$ cat src/supervisor_pkg.sv
// Constants shared by the supply and watchdog supervisor.
// Assumes a single 20 MHz timebase feeding every clocked process.
package supervisor_pkg;

  localparam int unsigned CLK_HZ          = 20_000_000;
  localparam int unsigned CYCLES_PER_MS   = CLK_HZ / 1000;

  // Least reset active time, in milliseconds
  localparam int unsigned RESET_ACTIVE_MS = 140;
  // Watchdog timeout: typical, least and longest, in milliseconds
  localparam int unsigned TIMEOUT_TYP_MS  = 1600;
  localparam int unsigned TIMEOUT_MIN_MS  = 1000;
  localparam int unsigned TIMEOUT_MAX_MS  = 2250;

  localparam int unsigned CNT_W           = 26;

  localparam logic [CNT_W-1:0] RESET_ACTIVE_CYCLES = CNT_W'(RESET_ACTIVE_MS * CYCLES_PER_MS);
  localparam logic [CNT_W-1:0] TIMEOUT_CYCLES      = CNT_W'(TIMEOUT_TYP_MS * CYCLES_PER_MS);
  localparam logic [CNT_W-1:0] TIMEOUT_MIN_CYCLES  = CNT_W'(TIMEOUT_MIN_MS * CYCLES_PER_MS);
  localparam logic [CNT_W-1:0] TIMEOUT_MAX_CYCLES  = CNT_W'(TIMEOUT_MAX_MS * CYCLES_PER_MS);

  // Synchroniser lanes
  localparam int unsigned LANE_SUPPLY = 0;
  localparam int unsigned LANE_HIGH   = 1;
  localparam int unsigned LANE_LOW    = 2;
  localparam int unsigned LANES       = 3;
  localparam logic [LANES-1:0] SYNC_RESET = 3'h0;

  // Decoded strobe codes {high, low}
  localparam logic [1:0] STROBE_HIGH = 2'h2;
  localparam logic [1:0] STROBE_LOW  = 2'h1;

endpackage

$ cat src/cond_if.sv
// Conditioned pin levels passed from the input conditioner to the supervisor.
// Assumes both ends run on the same clock.
`timescale 1ns/10ps
interface cond_if;
  logic supply_low;
  logic strobe_mid;
  logic strobe_edge;

  modport producer (output supply_low, output strobe_mid, output strobe_edge);
  modport consumer (input supply_low, input strobe_mid, input strobe_edge);
endinterface

$ cat src/input_conditioner.sv
// Three-flop synchronisers for the comparator and strobe decode pins, plus strobe edge detection.
// Assumes raw pins are asynchronous to clk; outputs are registered.
`timescale 1ns/10ps
module input_conditioner (
  input  wire logic   clk,
  input  wire logic   rst,
  input  wire logic   supply_low_raw,
  input  wire logic   strobe_high_raw,
  input  wire logic   strobe_low_raw,
  cond_if.producer    cond
);

  logic [supervisor_pkg::LANES-1:0] s1_r;
  logic [supervisor_pkg::LANES-1:0] s2_r;
  logic [supervisor_pkg::LANES-1:0] s3_r;
  logic [supervisor_pkg::LANES-1:0] stable_r;
  logic [supervisor_pkg::LANES-1:0] stable_nxt;
  logic                             edge_r;
  logic                             edge_nxt;

  // A strobe code counts as driven only when exactly one level is seen
  function automatic logic driven(input logic [supervisor_pkg::LANES-1:0] v);
    logic [1:0] code;
    code = {v[supervisor_pkg::LANE_HIGH], v[supervisor_pkg::LANE_LOW]};
    driven = (code == supervisor_pkg::STROBE_HIGH) || (code == supervisor_pkg::STROBE_LOW);
  endfunction

  ////////////////////////////////////////////////////////////////////////////

  always_comb begin
    for (int i = 0; i < supervisor_pkg::LANES; i++) begin
      // First stage is read only by the second
      stable_nxt[i] = (s2_r[i] == s3_r[i]) ? s3_r[i] : stable_r[i];
    end
    // Both directions of change count; a move to mid is not servicing
    edge_nxt = driven(stable_nxt) &&
               ((stable_nxt[supervisor_pkg::LANE_HIGH] != stable_r[supervisor_pkg::LANE_HIGH]) ||
                (stable_nxt[supervisor_pkg::LANE_LOW] != stable_r[supervisor_pkg::LANE_LOW]));
  end

  always_ff @(posedge clk) begin
    if (rst) begin
      s1_r     <= supervisor_pkg::SYNC_RESET;
      s2_r     <= supervisor_pkg::SYNC_RESET;
      s3_r     <= supervisor_pkg::SYNC_RESET;
      stable_r <= supervisor_pkg::SYNC_RESET;
      edge_r   <= 1'b0;
    end else begin
      s1_r     <= {strobe_low_raw, strobe_high_raw, supply_low_raw};
      s2_r     <= s1_r;
      s3_r     <= s2_r;
      stable_r <= stable_nxt;
      edge_r   <= edge_nxt;
    end
  end

  assign cond.supply_low  = stable_r[supervisor_pkg::LANE_SUPPLY];
  assign cond.strobe_mid  = !driven(stable_r);
  assign cond.strobe_edge = edge_r;
endmodule

$ cat src/supply_watchdog_supervisor.sv
// Supply supervisor and watchdog: reset hold after supply recovery, watchdog reset pulses and fault flag.
// Assumes supply-low and three-level strobe decode arrive as asynchronous digital pins.
`timescale 1ns/10ps
module supply_watchdog_supervisor #(
  parameter logic [supervisor_pkg::CNT_W-1:0] RESET_CYCLES   = supervisor_pkg::RESET_ACTIVE_CYCLES,
  parameter logic [supervisor_pkg::CNT_W-1:0] TIMEOUT_CYCLES = supervisor_pkg::TIMEOUT_CYCLES
) (
  input  wire logic clk,
  input  wire logic rst,
  input  wire logic supply_low_in,
  input  wire logic strobe_high_in,
  input  wire logic strobe_low_in,
  output logic      reset_out_n,
  output logic      reset_out,
  output logic      watchdog_fault_out_n
);

  typedef enum logic [1:0] {ST_SUPPLY_LOW, ST_HOLD, ST_RUN} state_type;

  cond_if cond ();

  state_type                          state_r;
  state_type                          state_nxt;
  logic [supervisor_pkg::CNT_W-1:0]   cnt_r;
  logic [supervisor_pkg::CNT_W-1:0]   cnt_nxt;
  logic                               fault_n_r;
  logic                               fault_n_nxt;
  logic                               reset_n_r;
  logic                               reset_n_nxt;
  logic                               reset_r;

  ////////////////////////////////////////////////////////////////////////////

  input_conditioner u_cond (
    .clk             (clk),
    .rst             (rst),
    .supply_low_raw  (supply_low_in),
    .strobe_high_raw (strobe_high_in),
    .strobe_low_raw  (strobe_low_in),
    .cond            (cond)
  );

  ////////////////////////////////////////////////////////////////////////////

  // One counter serves both hold time and watchdog timeout: they never run together
  always_comb begin
    state_nxt   = state_r;
    cnt_nxt     = cnt_r;
    fault_n_nxt = fault_n_r;
    unique case (state_r)
      ST_SUPPLY_LOW: begin
        cnt_nxt = '0;
        if (!cond.supply_low) begin
          state_nxt = ST_HOLD;
        end
      end
      ST_HOLD: begin
        if (cnt_r == RESET_CYCLES - 1'b1) begin
          state_nxt = ST_RUN;
          cnt_nxt   = '0;
        end else begin
          cnt_nxt = cnt_r + 1'b1;
        end
      end
      ST_RUN: begin
        if (cond.strobe_mid || cond.strobe_edge) begin
          cnt_nxt = '0;
        end else if (cnt_r == TIMEOUT_CYCLES - 1'b1) begin
          state_nxt   = ST_HOLD;
          cnt_nxt     = '0;
          fault_n_nxt = 1'b0;
        end else begin
          cnt_nxt = cnt_r + 1'b1;
        end
      end
    endcase
    if (cond.strobe_edge || cond.strobe_mid) begin
      fault_n_nxt = 1'b1;
    end
    // Supply loss overrides everything; the hold restarts once it clears
    if (cond.supply_low) begin
      state_nxt   = ST_SUPPLY_LOW;
      cnt_nxt     = '0;
      fault_n_nxt = 1'b1;
    end
    reset_n_nxt = (state_nxt == ST_RUN);
  end

  always_ff @(posedge clk) begin
    if (rst) begin
      // Power-up behaves like a supply recovery: full hold first
      state_r   <= ST_HOLD;
      cnt_r     <= '0;
      fault_n_r <= 1'b1;
      reset_n_r <= 1'b0;
      reset_r   <= 1'b1;
    end else begin
      state_r   <= state_nxt;
      cnt_r     <= cnt_nxt;
      fault_n_r <= fault_n_nxt;
      reset_n_r <= reset_n_nxt;
      reset_r   <= !reset_n_nxt;
    end
  end

  assign reset_out_n          = reset_n_r;
  assign reset_out            = reset_r;
  assign watchdog_fault_out_n = fault_n_r;

  ////////////////////////////////////////////////////////////////////////////
  // Checks

  logic [supervisor_pkg::CNT_W-1:0] low_len_r;
  logic [supervisor_pkg::CNT_W-1:0] low_len_nxt;
  logic [supervisor_pkg::CNT_W-1:0] run_len_r;
  logic [supervisor_pkg::CNT_W-1:0] run_len_nxt;

  // Helper counters: cycles with reset low, and quiet cycles of an enabled watchdog
  always_comb begin
    low_len_nxt = reset_n_r ? '0 : low_len_r + 1'b1;
    run_len_nxt = (state_r != ST_RUN || cond.strobe_mid || cond.strobe_edge || cond.supply_low)
                  ? '0 : run_len_r + 1'b1;
  end

  always_ff @(posedge clk) begin
    if (rst) begin
      low_len_r <= '0;
      run_len_r <= '0;
    end else begin
      low_len_r <= low_len_nxt;
      run_len_r <= run_len_nxt;
    end
  end
endmodule

$ cat config.mk
export PLATFORM = sky130hd
export DESIGN_NAME = supply_watchdog_supervisor
export DESIGN_NICKNAME = d
export VERILOG_FILES = /design/src/supervisor_pkg.sv /design/src/cond_if.sv /design/src/input_conditioner.sv /design/src/supply_watchdog_supervisor.sv
export SDC_FILE = /design/constraint.sdc
export NUM_CORES = 1
export LEC_CHECK = 0
export BUFFER_PORTS_ARGS = -buffer_cell sky130_fd_sc_hd__buf_2
export CORE_MARGIN = 2
export CORE_UTILIZATION = 37
export DETAILED_ROUTE_END_ITERATION = 10
export MAX_ROUTING_LAYER = met4
export SYNTH_ARGS = -nofsm -noshare
export SYNTH_HDL_FRONTEND = slang
export SYNTH_SLANG_ARGS = --single-unit
$ cat constraint.sdc
create_clock -name clk -period 2 [get_ports clk]
set_input_delay 0.3 -clock clk [delete_from_list [all_inputs] [get_ports clk]]
set_output_delay 0.3 -clock clk [all_outputs]
set_load 0.005 [all_outputs]
# Yosys cells after proc, flatten, opt, wreduce, memory -nomap -nowiden
# Index checks and enable logic that the tools add are counted.
dict set report word_totals {
  reg_bits 44
  n_memories 0
  input_bits 5
  rom_bits 0
  latchBits 0
  mem_bits_rw 0
  word_cells 48
}
dict set report classes {
  n_div 0
  bitwise_logic 0
  n_eq_ne 14
  shift 0
  add_sub_neg 1
  n_mul 0
  n_reduce_logical 11
  n_mux 11
  n_lt_le_gt_ge 0
}
# op count
set op_table {}
lappend op_table {{$mux 26} 3}
lappend op_table {{$pmux 26 s3} 1}
lappend op_table {{$add 26x1->26 const B} 1}
lappend op_table {{$eq 26x22->1 const B} 1}
lappend op_table {{$eq 26x25->1 const B} 1}
lappend op_table {{$eq 2x2->1 const B} 4}
lappend op_table {{$mux 2} 4}
lappend op_table {{$eq 2x1->1 const B} 3}
lappend op_table {{$pmux 2 s3} 1}
lappend op_table {{$logic_or 1x1->1} 4}
lappend op_table {{$eq 1x1->1} 3}
lappend op_table {{$reduce_or 3->1} 1}
lappend op_table {{$logic_not 1->1} 2}
lappend op_table {{$logic_not 2->1} 1}
lappend op_table {{$mux 1} 2}
lappend op_table {{$ne 1x1->1} 2}
lappend op_table {{$reduce_and 2->1} 1}
lappend op_table {{$reduce_or 2->1} 1}
lappend op_table {{$logic_and 1x1->1} 1}

# Logic depth before layout (Yosys ltp)
dict set report depth {
  word_depth 9
  depth_mapped 7
  depth_no_buf 6
}

# Hierarchy
# A second synthesis with hierarchy kept.
dict set report hier_totals {
  cells_unflattened 200
  hier_area_um2 1886.8
}
# module cells_each instances area_each_um2
set by_module_without_submodules {}
lappend by_module_without_submodules {supply_watchdog_supervisor 161 1 1461.4}
lappend by_module_without_submodules {input_conditioner 39 1 425.4}

# Worst setup path before layout
# No wires, ideal clock.
dict set report synth_path {
  path_type {flip-flop to flip-flop}
  start {register cnt_r[14] (netlist bit)}
  end {register cnt_r[9] (netlist bit)}
  slack_ns 0.158
  n_path_buf 1
  setup_time_ns 0.115
  synth_period_minus_slack_ns 1.842
  arrival_ns 1.727
  stages_incl_launch_ff 7
  cell_sequence {dfxtp_1 or4_4 nor4b_4 a41oi_2 o21ai_4 buf_6 nor2_1}
}
dict set report synth_between {
  elab_chain_len 4
  word_cells_on_any_way 6
  classes_between {eq/ne (2); mux (4)}
}
# element line
set synth_lines {}
lappend synth_lines {{start, declared} supply_watchdog_supervisor.sv:24} ;# logic [supervisor_pkg::CNT_W-1:0] cnt_r;
lappend synth_lines {{start signal, assigned} supply_watchdog_supervisor.sv:99} ;# cnt_r <= cnt_nxt;
lappend synth_lines {{$eq 26x25->1} supply_watchdog_supervisor.sv:68} ;# end else if (cnt_r == TIMEOUT_CYCLES - 1'b1) begin
lappend synth_lines {{$mux 26} supply_watchdog_supervisor.sv:68}
lappend synth_lines {{$mux 26} supply_watchdog_supervisor.sv:66} ;# if (cond.strobe_mid || cond.strobe_edge) begin
lappend synth_lines {{$pmux 26 s3 (*)} supply_watchdog_supervisor.sv:50} ;# unique case (state_r)
# Every way passes the cells marked *; elsewhere a longest branch is shown, timed or not.
# A chain may end at the register's enable or synchronous reset.

# Worst setup path after layout
# Same ends and word-level chain as after synthesis.

==> metrics.txt <==
status=complete, no violations; Hold Fails Final Rpt=0; initial core utilization=37.9%; Antenna diodes=0; mux cell area share after synthesis=0%; DRC=0; VDD IR max=0.000375 V; slowest cell on the critical path=or4_4; critical path's top delay family=simple AND/OR/NAND/NOR gates; simple-gate share of the synthesized area=30.8%; unrepaired setup endpoints after global routing=true; EDFF count, synth=0; Final WS setup=0.108 ns; register share of total power=54.0%; die width=76.1 um; cts hold-fix bufs=0; register area share after synthesis=45.8%; post-route insts no fill=298; share of cells above drive strength 1=15.8%; Slew Viols, Final=0; CP Capture Type=flop; Placement Setup Slack=0.108 ns; synthesis-to-finish area growth=16.3%; Power Internal=1.31 mW; input/output buffers=7; routed vias/inst=4.81; synth unique cells=42; post-route setup TNS=0 ns; FFs w/ async S/R, synth=0%; routed via count=1432; R2R Setup Slk=0.11 ns; Tcrit/Tclk final=94.6%; Syn Nets=212; vias in the first global route=1399; CP required=2.19 ns; CTS root buf=clkbuf_8; #FFs+latches synth=44; critical-path cell list=or4_4, nor4b_4, a41oi_2, o21ai_4, buf_12, nor2_1; Final nets=235; Die Area=5790 um2; Mapped Area=1920 um2; clk buf depth=2; global-route wire length before repair=6080 um; clk_lat worst skew=0.30 ns; Leak=0.874 nW; Least-Margin Pin Slew=0.400 ns; WL/cell=11.2 um; top post-synthesis cells by area=dfxtp_1, xor2_1, nor2_1, xnor2_1, nand4_1; core area=5070 um2; min Tclk post-route=1.89 ns; main combinational cell family by area after synthesis=simple AND/OR/NAND/NOR gates; area fraction of the dominant cell type after synthesis=45.8%; Fmax=528 MHz; gp weighted congestion=0.782; gr usage total=13.4%; top_reg_cell synth=dfxtp_1; Largest stage delay, worst path=0.54 ns; Final Setup Violations=0; CP Launch Type=flop; clock network fraction of design power=40.0%; PwrDens=751 nW/um2; largest net degree at the start of global routing=26; syn avg cell area=9.43 um2; Reg clk slew, reported paths=0.09 ns; DR pass1 iterations=4; post-detail-place hpwl=2380 um; violation count after the first detailed-route iteration=42; final core utilization=44.1%; Antenna Violating Nets Remaining=0; Synth Instances=204; xor/xnor share of the synthesized area=11.8%; compound-gate portion of the synthesized area=6.70%; clock skew=0.00934 ns; Die Span Y=76.1 um; Net Switching=0.371 mW; Congestion Overflow GR=0; wirelength, routed=3350 um; # IOs=8; Power, Total=1.68 mW; worst hold-check path type=input pin to flop; switching part of the total=22.1%; Rows=26; leading area contributor after synthesis=dfxtp_1; initial antenna violation count=0; CTS tree=done; Placed Instances=290; Fin Hold WS=0.203 ns; fin area=2240 um2; fraction of the mapped netlist area in adder cells=1.95%; CTS sink count=44; max_slew headroom=73.1%; MaxCap Viol Count=0; H-tree depth=2; CP Max Fanout=25; arrival time at the worst endpoint=2.08 ns; synthesis warning total=0; CTS buffer count=5; CP Buf/Inv Count=1; Logic pwr share=6.0%; critical path class=flop to flop; placed cell area=2130 um2
-- power by group through the flow --
stage               clock (mW)  combinational [mW]  sequential (mW)
floorplan                    0              0.0769            0.926
global placement             0               0.101            0.928
detailed placement           0               0.102            0.929
CTS                      0.694               0.102            0.908
global route             0.732               0.111            0.912
finish                   0.673               0.100            0.908
-- registers in the layout, indices dropped and copies added, names as in the netlist --
signal                   count
cnt_r                       26
u_cond.s1_r                  3
u_cond.s2_r                  3
u_cond.s3_r                  3
u_cond.stable_r              3
state_r                      2
reset_out                    1
reset_out_n                  1
u_cond.cond.strobe_edge      1
watchdog_fault_out_n         1
-- cells by family (layout without fill, tap and decap cells) --
kind of cell | after synthesis | in the layout
flip-flops | 44 | 44
AND/OR/NAND/NOR | 104 | 104
AO/OA/AOI/OAI | 16 | 16
buffers and inverters | 11 | 35
adder cells (fa/ha/maj) | 3 | 3
XOR/XNOR | 26 | 26
-- layout by cell type, fill, tap and decap left out, types with 2 or more instances in the layout --
| master | synthesis | routed |
|---|---|---|
| dfxtp_1 | 44 | 43 |
| nor2_1 | 34 | 34 |
| xor2_1 | 18 | 18 |
| nand2_1 | 13 | 13 |
| buf_4 | 0 | 12 |
| nand4_1 | 10 | 10 |
| nor2b_1 | 10 | 10 |
| nand3_1 | 9 | 9 |
| xnor2_1 | 8 | 8 |
| inv_1 | 7 | 7 |
| and3_1 | 7 | 7 |
| buf_2 | 1 | 7 |
| clkbuf_8 | 0 | 5 |
| nor3_1 | 3 | 3 |
| o21ai_0 | 3 | 3 |
| a21oi_1 | 3 | 3 |
| ha_1 | 3 | 3 |
| and4_1 | 2 | 2 |
| and2_1 | 2 | 2 |
| nand3b_1 | 2 | 2 |
-- timing repair --
action                     4_1_cts  5_1_grt
setup endpoints to repair        0       24
resized for setup                0        1
setup buffers                    0        0
-- cell type report --
cell class / count / area (um2)
tap: 70 / 87.6
inverter: 7 / 26.3
timing repair buffer: 20 / 145
sequential: 44 / 882
clock inverter: 3 / 42.5
multi-input combinational: 149 / 986
clock buffer: 5 / 68.8
fill: 521 / 2840
-- Yosys cell counts, types with 2 or more instances --
cell and instances:
and4_1 2, and3_1 7, nand4_1 10, nand3_1 9, ha_1 3, buf_6 2, nor2_1 34, xnor2_1 8
and2_1 2, a21oi_1 3, nand2_1 13, nor2b_1 10, inv_1 7, nand3b_1 2, nor3_1 3, dfxtp_1 44
xor2_1 18, o21ai_0 3
-- worst paths after layout --
check / from / to / cells after the start
min reg2reg: u_cond.s1_r[1] / u_cond.s2_r[1] / 1
min: strobe_high_in / u_cond.s1_r[1] / 2
max: cnt_r[14] / cnt_r[9] / 6
max reg2reg: cnt_r[14] / cnt_r[9] / 6
-- worst reg2reg max path, delay by kind of cell, from the launching register on --
family	cells	cell delay (ns)
AND/OR/NAND/NOR	3	0.87
AO/OA/AOI/OAI	2	0.40
flip-flops	1	0.34
buffers and inverters	1	0.18
-- metal layers --
layer	vias up	GRT usage (%)	part of all wire (%)	wire, um
met1	656	16.2	49	1620
met4	0	6.55	2.3	78
met3	8	3.55	3.8	126
met5	-	-	0	0
li1	745	-	-	-
met2	23	20.7	45	1510
Power figures use the tool's default switching activity.
